File: src/design/swrb_pkg.sv
// package: command codes, timing constants and carrier structs of the reset and bit-slot engine
package swrb_pkg;

  // command codes and the parameter byte field
  localparam logic [7:0] CMD_BUS_RESET   = 8'hB4;
  localparam logic [7:0] CMD_SINGLE_SLOT = 8'h87;
  localparam int         SLOT_VALUE_BIT  = 7;

  // clock rate and counter width
  localparam int CLOCK_PERIOD_NS = 10;
  localparam int ELAPSED_W       = 18;

  // latest start of bus activity after the triggering host-bus edge
  localparam int START_MAX_PS  = 262500;
  localparam int START_MAX_CYC = START_MAX_PS / (CLOCK_PERIOD_NS * 1000);

  // standard-speed times in ns (plain defaults)
  localparam int STD_RSTL_NS = 560000;
  localparam int STD_RSTH_NS = 560000;
  localparam int STD_MSP_NS  = 70000;
  localparam int STD_SI_NS   = 8000;
  localparam int STD_SLOT_NS = 70000;
  localparam int STD_MSR_NS  = 13000;
  localparam int STD_W0L_NS  = 60000;
  localparam int STD_W1L_NS  = 6000;

  // overdrive-speed times in ns (plain defaults)
  localparam int OD_RSTL_NS = 70000;
  localparam int OD_RSTH_NS = 70000;
  localparam int OD_MSP_NS  = 10000;
  localparam int OD_SI_NS   = 1000;
  localparam int OD_SLOT_NS = 10000;
  localparam int OD_MSR_NS  = 2000;
  localparam int OD_W0L_NS  = 8000;
  localparam int OD_W1L_NS  = 1000;

  // cycle counts; long ones become top-level parameters
  localparam int STD_RSTL_CYC = STD_RSTL_NS / CLOCK_PERIOD_NS;
  localparam int STD_RSTH_CYC = STD_RSTH_NS / CLOCK_PERIOD_NS;
  localparam int STD_MSP_CYC  = STD_MSP_NS / CLOCK_PERIOD_NS;
  localparam int STD_SI_CYC   = STD_SI_NS / CLOCK_PERIOD_NS;
  localparam int STD_SLOT_CYC = STD_SLOT_NS / CLOCK_PERIOD_NS;
  localparam int STD_MSR_CYC  = STD_MSR_NS / CLOCK_PERIOD_NS;
  localparam int STD_W0L_CYC  = STD_W0L_NS / CLOCK_PERIOD_NS;
  localparam int STD_W1L_CYC  = STD_W1L_NS / CLOCK_PERIOD_NS;
  localparam int OD_RSTL_CYC  = OD_RSTL_NS / CLOCK_PERIOD_NS;
  localparam int OD_RSTH_CYC  = OD_RSTH_NS / CLOCK_PERIOD_NS;
  localparam int OD_MSP_CYC   = OD_MSP_NS / CLOCK_PERIOD_NS;
  localparam int OD_SI_CYC    = OD_SI_NS / CLOCK_PERIOD_NS;
  localparam int OD_SLOT_CYC  = OD_SLOT_NS / CLOCK_PERIOD_NS;
  localparam int OD_MSR_CYC   = OD_MSR_NS / CLOCK_PERIOD_NS;
  localparam int OD_W0L_CYC   = OD_W0L_NS / CLOCK_PERIOD_NS;
  localparam int OD_W1L_CYC   = OD_W1L_NS / CLOCK_PERIOD_NS;

  // reset values
  localparam logic RESET_FLAG = 1'b0;

  // configuration bits fed in from the rest of the bridge
  typedef struct packed {
    logic overdrive_speed_select;
    logic active_pullup_enable;
    logic strong_pullup_enable;
  } swrb_config_t;

  // status bits owned by this engine
  typedef struct packed {
    logic line_busy_flag;
    logic presence_pulse_flag;
    logic short_detect_flag;
    logic single_bit_result;
    logic branch_direction_bit;
  } swrb_status_t;

  // engine states
  typedef enum logic [2:0] {
    ST_IDLE       = 3'h0,
    ST_WAIT_PARAM = 3'h1,
    ST_RESET_LOW  = 3'h2,
    ST_RESET_HIGH = 3'h3,
    ST_SLOT       = 3'h4
  } swrb_state_t;

endpackage

File: src/design/swrb_engine.sv
// reset/presence and single time-slot engine of the host-to-single-wire bridge
`timescale 1ns/1ns
module swrb_engine
  import swrb_pkg::*;
#(
  parameter int STD_RSTL = STD_RSTL_CYC,
  parameter int STD_RSTH = STD_RSTH_CYC,
  parameter int STD_MSP  = STD_MSP_CYC,
  parameter int STD_SLOT = STD_SLOT_CYC,
  parameter int STD_W0L  = STD_W0L_CYC,
  parameter int OD_RSTL  = OD_RSTL_CYC,
  parameter int OD_RSTH  = OD_RSTH_CYC
)(
  // clock and reset
  input  wire logic         clock,
  input  wire logic         reset,
  // command port from the host-bus front end
  input  wire logic         cmd_strobe,
  input  wire logic [7:0]   cmd_code,
  input  wire logic         param_strobe,
  input  wire logic [7:0]   param_byte,
  output logic              cmd_ack,
  output logic              param_ack,
  output logic              select_status,
  // configuration and status
  input  wire swrb_config_t config_bits,
  output swrb_status_t      status,
  // single-wire line, open drain: enable high pulls low
  input  wire logic         line_in,
  output logic              line_out,
  output logic              line_oe,
  output logic              strong_pullup_on,
  output logic              active_pullup_on
);

  ////////////////////////////////////////////////////////////////////////////
  // state and timer
  swrb_state_t          state;
  swrb_state_t          next_state;
  swrb_status_t         next_status;
  swrb_config_t         cfg;
  swrb_config_t         next_cfg;
  logic                 slot_value;
  logic                 next_slot_value;
  logic                 next_cmd_ack;
  logic                 next_param_ack;
  logic                 next_select_status;
  logic                 next_line_oe;
  logic                 next_strong_pullup_on;
  logic                 next_active_pullup_on;
  logic                 restart;
  logic [ELAPSED_W-1:0] elapsed;

  swrb_timer u_timer (
    .clock   (clock),
    .reset   (reset),
    .restart (restart),
    .elapsed (elapsed)
  );

  ////////////////////////////////////////////////////////////////////////////
  // timing set picked by the speed bit latched at command start
  logic [ELAPSED_W-1:0] t_rstl, t_rsth, t_msp, t_si, t_slot, t_msr, t_low;

  always_comb begin
    if (cfg.overdrive_speed_select) begin
      t_rstl = ELAPSED_W'(OD_RSTL);
      t_rsth = ELAPSED_W'(OD_RSTH);
      t_msp  = ELAPSED_W'(OD_MSP_CYC);
      t_si   = ELAPSED_W'(OD_SI_CYC);
      t_slot = ELAPSED_W'(OD_SLOT_CYC);
      t_msr  = ELAPSED_W'(OD_MSR_CYC);
      t_low  = slot_value ? ELAPSED_W'(OD_W1L_CYC) : ELAPSED_W'(OD_W0L_CYC);
    end else begin
      t_rstl = ELAPSED_W'(STD_RSTL);
      t_rsth = ELAPSED_W'(STD_RSTH);
      t_msp  = ELAPSED_W'(STD_MSP);
      t_si   = ELAPSED_W'(STD_SI_CYC);
      t_slot = ELAPSED_W'(STD_SLOT);
      t_msr  = ELAPSED_W'(STD_MSR_CYC);
      t_low  = slot_value ? ELAPSED_W'(STD_W1L_CYC) : ELAPSED_W'(STD_W0L);
    end
  end

  ////////////////////////////////////////////////////////////////////////////
  // command decode and bus sequencing
  always_comb begin
    next_state         = state;
    next_status        = status;
    next_cfg           = cfg;
    next_slot_value    = slot_value;
    next_cmd_ack       = 1'b0;
    next_param_ack     = 1'b0;
    next_select_status = 1'b0;
    restart            = 1'b0;
    unique case (state)
      ST_IDLE: begin
        // busy is low here, so a code is only refused by being a foreign one
        if (cmd_strobe && cmd_code == CMD_BUS_RESET) begin
          next_cmd_ack       = 1'b1;
          next_select_status = 1'b1;
          next_cfg           = config_bits;
          next_status.line_busy_flag = 1'b1;
          restart            = 1'b1;
          next_state         = ST_RESET_LOW;
        end else if (cmd_strobe && cmd_code == CMD_SINGLE_SLOT) begin
          next_cmd_ack = 1'b1;
          next_state   = ST_WAIT_PARAM;
        end
      end
      ST_WAIT_PARAM: begin
        if (param_strobe) begin
          next_param_ack     = 1'b1;
          next_select_status = 1'b1;
          next_slot_value    = param_byte[SLOT_VALUE_BIT];
          next_cfg           = config_bits;
          next_status.line_busy_flag = 1'b1;
          restart            = 1'b1;
          next_state         = ST_SLOT;
        end
      end
      ST_RESET_LOW: begin
        if (elapsed == t_rstl - 1'b1) begin
          restart    = 1'b1;
          next_state = ST_RESET_HIGH;
        end
      end
      ST_RESET_HIGH: begin
        // a line still low at the short sample means a shorted bus
        if (elapsed == t_si) begin
          next_status.short_detect_flag = ~line_in;
        end
        if (elapsed == t_msp) begin
          next_status.presence_pulse_flag = ~line_in;
        end
        if (elapsed == t_rsth - 1'b1) begin
          next_status.line_busy_flag = 1'b0;
          next_state = ST_IDLE;
        end
      end
      ST_SLOT: begin
        if (elapsed == t_msr) begin
          next_status.single_bit_result    = line_in;
          next_status.branch_direction_bit = line_in;
        end
        if (elapsed == t_slot - 1'b1) begin
          next_status.line_busy_flag = 1'b0;
          next_state = ST_IDLE;
        end
      end
      default: begin
        next_state = ST_IDLE;
      end
    endcase
  end

  ////////////////////////////////////////////////////////////////////////////
  // line drive and pullups, decoded from next_state so they register in step with the state
  always_comb begin
    next_line_oe          = 1'b0;
    next_strong_pullup_on = 1'b0;
    next_active_pullup_on = 1'b0;
    if (next_state == ST_RESET_LOW) begin
      next_line_oe = 1'b1;
    end else if (next_state == ST_SLOT && state == ST_SLOT) begin
      next_line_oe = (elapsed + 1'b1) < t_low;
    end else if (next_state == ST_SLOT) begin
      next_line_oe = 1'b1;
    end
    // pullups only help while the engine owns the bus and lets it rise
    if (next_state inside {ST_RESET_HIGH, ST_SLOT} && !next_line_oe) begin
      next_active_pullup_on = next_cfg.active_pullup_enable;
      next_strong_pullup_on = next_cfg.strong_pullup_enable;
    end
  end

  always_ff @(posedge clock) begin
    if (reset) begin
      state            <= ST_IDLE;
      status           <= '{default: RESET_FLAG};
      cfg              <= '{default: RESET_FLAG};
      slot_value       <= RESET_FLAG;
      cmd_ack          <= RESET_FLAG;
      param_ack        <= RESET_FLAG;
      select_status    <= RESET_FLAG;
      line_out         <= RESET_FLAG;
      line_oe          <= RESET_FLAG;
      strong_pullup_on <= RESET_FLAG;
      active_pullup_on <= RESET_FLAG;
    end else begin
      state            <= next_state;
      status           <= next_status;
      cfg              <= next_cfg;
      slot_value       <= next_slot_value;
      cmd_ack          <= next_cmd_ack;
      param_ack        <= next_param_ack;
      select_status    <= next_select_status;
      line_out         <= RESET_FLAG;
      line_oe          <= next_line_oe;
      strong_pullup_on <= next_strong_pullup_on;
      active_pullup_on <= next_active_pullup_on;
    end
  end
endmodule

File: src/design/swrb_timer.sv
// elapsed-cycle counter that restarts on request and saturates at its top
`timescale 1ns/1ns
module swrb_timer
  import swrb_pkg::*;
(
  // clock and reset
  input  wire logic                 clock,
  input  wire logic                 reset,
  // control
  input  wire logic                 restart,
  // count since the last restart
  output logic      [ELAPSED_W-1:0] elapsed
);

  logic [ELAPSED_W-1:0] next_elapsed;

  // saturate so a stalled phase never wraps into a false match
  always_comb begin
    if (restart) begin
      next_elapsed = '0;
    end else if (&elapsed) begin
      next_elapsed = elapsed;
    end else begin
      next_elapsed = elapsed + 1'b1;
    end
  end

  always_ff @(posedge clock) begin
    if (reset) begin
      elapsed <= '0;
    end else begin
      elapsed <= next_elapsed;
    end
  end

endmodule

File: config.mk
export PLATFORM = sky130hd
export DESIGN_NAME = swrb_engine
export DESIGN_NICKNAME = d
export VERILOG_FILES = /design/src/design/swrb_pkg.sv /design/src/design/swrb_engine.sv /design/src/design/swrb_timer.sv
export SDC_FILE = /design/constraint.sdc
export NUM_CORES = 1
export LEC_CHECK = 0
export ABC_AREA = 1
export BUFFER_PORTS_ARGS = -buffer_cell sky130_fd_sc_hd__buf_2
export CAP_MARGIN = 0
export CORE_MARGIN = 4
export CORE_UTILIZATION = 52
export DETAILED_ROUTE_END_ITERATION = 10
export PLACE_DENSITY = 0.84
export SKIP_CTS_REPAIR_TIMING = 1
export SKIP_LAST_GASP = 1
export SLEW_MARGIN = 20
export SYNTH_ARGS = -nofsm -noshare
export SYNTH_HDL_FRONTEND = slang
export SYNTH_SLANG_ARGS = --single-unit
File: constraint.sdc
create_clock -name clock -period 1.99 [get_ports clock]
set_input_delay 0.2985 -clock clock [delete_from_list [all_inputs] [get_ports clock]]
set_output_delay 0.2985 -clock clock [all_outputs]
set_load 0.005 [all_outputs]
Word-level counts from Yosys, hierarchy flattened
Cells that the tools add are included.
{"block": "op_classes", "n_mux": 32, "bitwise_logic": 4, "reduce_logical": 20, "n_shift": 0, "n_div": 0, "magnitude_cmp": 1, "n_eq_ne": 18, "addsub": 3, "multipliers": 0}
{"cell": "== test 18 bit", "count": 5}
{"cell": "two-way mux 13 bit", "count": 3}
{"cell": "subtractor 18 x 1 -> 18 bit (second input constant)", "count": 2}
{"cell": "two-way mux 3 bit", "count": 8}
{"cell": "two-way mux 10 bit", "count": 2}
{"cell": "adder 18 x 1 -> 18 bit (second input constant)", "count": 1}
{"cell": "< comparator 18 bit", "count": 1}
{"cell": "AND reduction 18 bit", "count": 1}
{"cell": "== test 8 bit (second input constant)", "count": 2}
{"cell": "two-way mux 16 bit", "count": 1}
{"cell": "case mux 3 bit (5 select lines)", "count": 1}
{"cell": "== test 3 x 2 -> 1 bit (second input constant)", "count": 4}
{"cell": "two-way mux 1 bit", "count": 12}
{"cell": "two-way mux 11 bit", "count": 1}
{"cell": "!= test 2 bit (second input constant)", "count": 4}
{"cell": "AND reduction 2 bit", "count": 4}
{"cell": "OR reduction 2 bit", "count": 4}
{"cell": "== test 3 bit (second input constant)", "count": 2}
{"cell": "case mux 3 bit (2 select lines)", "count": 1}
{"cell": "AND reduction 5 bit", "count": 1}
{"cell": "logical AND 1 bit", "count": 4}
{"cell": "NOT 1 bit", "count": 4}
{"cell": "case mux 1 bit (4 select lines)", "count": 1}
{"cell": "nonzero test 2 bit", "count": 2}
{"cell": "7 further kinds", "count": 7}
{"block": "word_totals", "memories": 0, "mem_bits_ro": 0, "mem_bits_rw": 0, "out_inout_bits": 12, "elab_cells": 94, "latch_bits": 0, "ff_bits": 35}

Depth between registers and ports, before layout
{"block": "logic_depth", "ltp_word": 13, "depth_mapped": 19}

Modules after synthesis
A second synthesis with hierarchy kept.
{"block": "unflattened", "cells_unflattened": 495, "hier_area_um2": 2897.8}
{"mod": "swrb_engine", "instances": 1, "area_per_inst_um2": 1881.8, "cells_each": 347}
{"mod": "swrb_timer", "instances": 1, "area_per_inst_um2": 1016.0, "cells_each": 148}

Least setup slack after synthesis
Ideal clock, no wire load.
{"block": "synth_timing", "kind": "register to register", "startpoint": "register u_timer.elapsed[0]", "endpoint": "register line_oe", "t_arrival_ns": 1.999, "path_stages_with_launch": 17, "t_required_ns": 1.881, "path_slack_ns": -0.118, "setup_time_ns": 0.109, "path_buffers": 0, "period_less_slack_ns": 2.108, "path_cell_list": "dfxtp_1 > ha_1 > nand2_1 > inv_1 > nand2_1 > nor2_1 > inv_1 > o21ai_0 > inv_1 > ha_1 > nand2_1 > nor2_1 > nand2_1 > nand3_1 > nand3_1 > nand2_1 > inv_1"}
{"block": "synth_between", "elab_chain_cells": 7, "elab_cells_between_ends": 14}
{"element": "start: declaration", "line_no": "swrb_timer.sv:12", "rtl": "output logic [ELAPSED_W-1:0] elapsed"}
{"element": "start signal: assignment", "line_no": "swrb_timer.sv:32", "rtl": "elapsed <= next_elapsed;"}
{"element": "parallel branches: the longest is 6 deep, another holds adder 18 x 1 -> 18 bit"}
{"element": "two-way mux 1 bit *", "line_no": "swrb_engine.sv:163", "rtl": "if (next_state == ST_RESET_LOW) begin"}
{"element": "end signal: assignment", "line_no": "swrb_engine.sv:199", "rtl": "line_oe <= next_line_oe;"}
{"element": "end: declaration", "line_no": "swrb_engine.sv:31", "rtl": "output logic line_oe,"}
Every way passes the cells marked *.
A chain may end at the register's enable or synchronous reset.

Worst setup path in the final report
{"block": "layout_timing", "startpoint": "register u_timer.elapsed[0]", "endpoint": "register strong_pullup_on"}
{"block": "layout_between", "elab_chain_cells": 11, "elab_cells_between_ends": 20}
{"element": "parallel branches: the longest is 8 deep, another holds adder 18 x 1 -> 18 bit"}
{"element": "logical AND 1 bit *", "line_no": "swrb_engine.sv:171", "rtl": "if (next_state inside {ST_RESET_HIGH, ST_SLOT} && !next_line_oe) begin"}
{"element": "NOT 1 bit (no source line) *"}
{"element": "OR reduction 2 bit (no source line) *"}
{"element": "end signal: assignment", "line_no": "swrb_engine.sv:200", "rtl": "strong_pullup_on <= next_strong_pullup_on;"}
{"element": "end: declaration", "line_no": "swrb_engine.sv:32", "rtl": "output logic strong_pullup_on,"}
Marks and branches as above.

==> flow_metrics.env <==
export IMPL_root_buffer="clkbuf_8"
export IMPL_netlist_area_um2=2440
export IMPL_setup_viol=3
export IMPL_p_clk_share_pct=48.6
export IMPL_worstPathRequired_ns=2.18
export IMPL_viasPerCell=5.58
export IMPL_cts_sinks=35
export IMPL_die_w_um=76.6
export IMPL_cp_start_kind="register"
export IMPL_min_path_cells=2
export IMPL_preCtsSetupSlack_ns=-0.230
export IMPL_first_pass_iters=5
export IMPL_reg2reg_from="u_timer.elapsed[0]"
export IMPL_final_cell_area_um2=3190
export IMPL_port_buffers=27
export IMPL_final_cell_mix="nand2_1, nor2_1, inv_1"
export IMPL_num_rows=24
export IMPL_start_util_pct=55.0
export IMPL_ant_nets=0
export IMPL_power_leakage_nw=1.70
export IMPL_antennaDiodeCount=0
export IMPL_clk_pin_slew_ns=0.08
export IMPL_grt_max_degree=19
export IMPL_placed_cell_area_um2=2830
export IMPL_synthFlopType="dfxtp_1"
export IMPL_fillers=319
export IMPL_switchingPower_uw=347
export IMPL_p_sw_share_pct=21.7
export IMPL_critPathKind="reg2reg"
export IMPL_grt_pass1_vias=2491
export IMPL_max_freq_ghz=0.454
export IMPL_grt_antenna_before_repair=0
export IMPL_fin_util_pct=71.9
export IMPL_critPathMaxStageDelay_ns=0.36
export IMPL_core_area_um2=4440
export IMPL_drv_cap=0
export IMPL_syn_area_per_cell_um2=6.43
export IMPL_track_usage_pct=22.8
export IMPL_r2r_setup_slack_ns=-0.21
export IMPL_cts_buffers=5
export IMPL_worstPathCellList="buf_6, nand3_1, nor2_2, xor2_1, ha_1, a21oi_1, nand2_1, nand2_2, nand2_2, nand2_2, nand3_2, nand4_1, nor2_1"
export IMPL_setup_slack_ns=-0.210
export IMPL_p_int_mw=1.26
export IMPL_fin_crit_ns=2.20
export IMPL_reg2reg_to="strong_pullup_on"
export IMPL_syn_inst=380
export IMPL_syn_to_final_growth_pct=30.7
export IMPL_crit_fanout=5
export IMPL_violations="setup timing"
export IMPL_min_path_type="in2reg"
export IMPL_crit_top_cell="nand2_2"
export IMPL_drt_iter0_drc=336
export IMPL_worstRegToRegCells=13
export IMPL_pwr_share_comb_pct=6.8
export IMPL_arrival_ns=2.39
export IMPL_powerDensity_nw_per_um2=502
export IMPL_setup_worst_path_end_class="register"
export IMPL_gp_congestion=0.917
export IMPL_irDropWorstVdd_uv=738
export IMPL_slowest_stage="dfxtp_2"
export IMPL_worstHoldEndpoint="status[2]"
export IMPL_synth_edff_count=0
export IMPL_final_common_cell="nand2_1"
export IMPL_ys_ff_latch=35
export IMPL_ys_seq_area_share_pct=28.7
export IMPL_nets=478
export IMPL_vias=2773
export IMPL_synthArstFlopShare_pct=0
export IMPL_layout_drive_gt1_share_pct=30.8
export IMPL_synth_fp_nets=414
export IMPL_die_y_um=76.6
export IMPL_wl_per_cell_um=15.0
export IMPL_grt_pass1_wl_um=11000
export IMPL_cts_max_path_buffers=2
export IMPL_cts_tree="done"
export IMPL_boundaryPins=36
export IMPL_power_frac_seq_pct=44.6
export IMPL_clkLatencyLatePin_ns=0.30
export IMPL_drc_errors=0
export IMPL_report_final_slew_viol_count=0
export IMPL_finalWirelength_um=7450
export IMPL_synth_distinct_cells=36
export IMPL_hold_viol=0
export IMPL_min_period_over_period_pct=111
export IMPL_h_tree_depth=2
export IMPL_overflow=0
export IMPL_ys_warn_count=0
export IMPL_finalPower_mw=1.60
export IMPL_skew_ns=0.0105
export IMPL_dpl_hpwl_um=5040
export IMPL_setup_tns_ns=-0.541
export IMPL_die_area_um2=5860
export IMPL_hold_start="line_in"
export IMPL_outcome="complete, but fails checks"
export IMPL_rsz0062_at_grt="yes"
layer usage:
metal  wire length [µm]  up-vias  GRT usage, %
li1                   -     1330             -
met1               2950     1247          28.3
met2               3620      167          38.6
met3                685       29          4.85
met4                187        0          8.33
met5                  0        -             0
power groups by stage:
| stage | sequential [mW] | clock (mW) | combinational [mW] |
|---|---|---|---|
| floorplan | 0.730 | 0 | 0.0481 |
| global placement | 0.727 | 0 | 0.0842 |
| detailed placement | 0.727 | 0 | 0.0881 |
| CTS | 0.711 | 0.777 | 0.0886 |
| global route | 0.716 | 0.816 | 0.117 |
| finish | 0.715 | 0.779 | 0.109 |
synthesized netlist by cell type, types with 2 or more instances:
library cell	number	area, µm²
a31oi_1	2	12.5
nand2_4	2	22.5
nor2_2	2	12.5
nor2_1	59	221
a21oi_1	14	70.1
nand4_1	11	68.8
buf_4	5	37.5
nor2_4	3	33.8
nor2_8	2	40.0
nor4_1	2	12.5
nand3_2	2	20.0
inv_2	3	11.3
ha_1	10	125
nor3b_1	2	15.0
inv_1	53	199
xor2_1	5	43.8
nand2_1	99	372
a21oi_2	6	52.6
dfxtp_1	35	701
buf_2	2	10.0
a211oi_1	3	22.5
nand3_1	24	120
o21ai_0	10	50.1
nor3_1	8	40.0
nand2_2	5	31.3
metrics by stage:
step	instances	hold WS [ns]
after floorplan	380	0.398
after global placement	480	0.428
after detailed placement	480	0.434
after CTS	488	0.219
after global routing	497	0.241
final	497	0.217
area by class of cell:
| type | instances | area [µm²] | area share, % |
|---|---|---|---|
| multi-input combinational | 279 | 1620 | 50.8 |
| clock buffer | 6 | 72.6 | 2.27 |
| inverter | 57 | 221 | 6.93 |
| tap | 52 | 65.1 | 2.04 |
| timing repair buffer | 66 | 439 | 13.7 |
| sequential | 35 | 712 | 22.3 |
| clock inverter | 2 | 60.1 | 1.88 |
worst max-delay path: cells and delay by family, from the launching register on:
kind                       cells  cell delay [ns]
AOI/OAI and AO/OA              1             0.15
xor gates and xnor gates       1             0.26
adders and majority gates      1             0.29
buffers and inverters          1             0.13
DFF                            1             0.36
and+or+nand+nor                9             0.94
registers in the layout, summed over array words and instances (netlist names):
signal	flops
u_timer.elapsed	18
status	4
cfg	3
state	3
active_pullup_on	1
cmd_ack	1
line_oe	1
param_ack	1
select_status	1
slot_value	1
strong_pullup_on	1
kinds of logic after synthesis:
family                   count (synthesis)  synth area share (%)
AO/OA/AOI/OAI                           38                  9.52
XOR/XNOR                                 6                  2.46
adder cells (fa/ha/maj)                 10                  5.12
buffers and inverters                   66                  11.4
flip-flops                              35                  28.7
other                                    1                 0.153
AND/OR/NAND/NOR                        224                  42.7
how the worst max path moves through the flow:
stage,start,end
CTS,u_timer.elapsed[0],active_pullup_on
detailed placement,u_timer.elapsed[0],active_pullup_on
global route,u_timer.elapsed[0],strong_pullup_on
floorplan,u_timer.elapsed[0],active_pullup_on
finish,u_timer.elapsed[0],strong_pullup_on
global placement,u_timer.elapsed[0],active_pullup_on
Note: power is estimated with default switching activity, not from simulation.
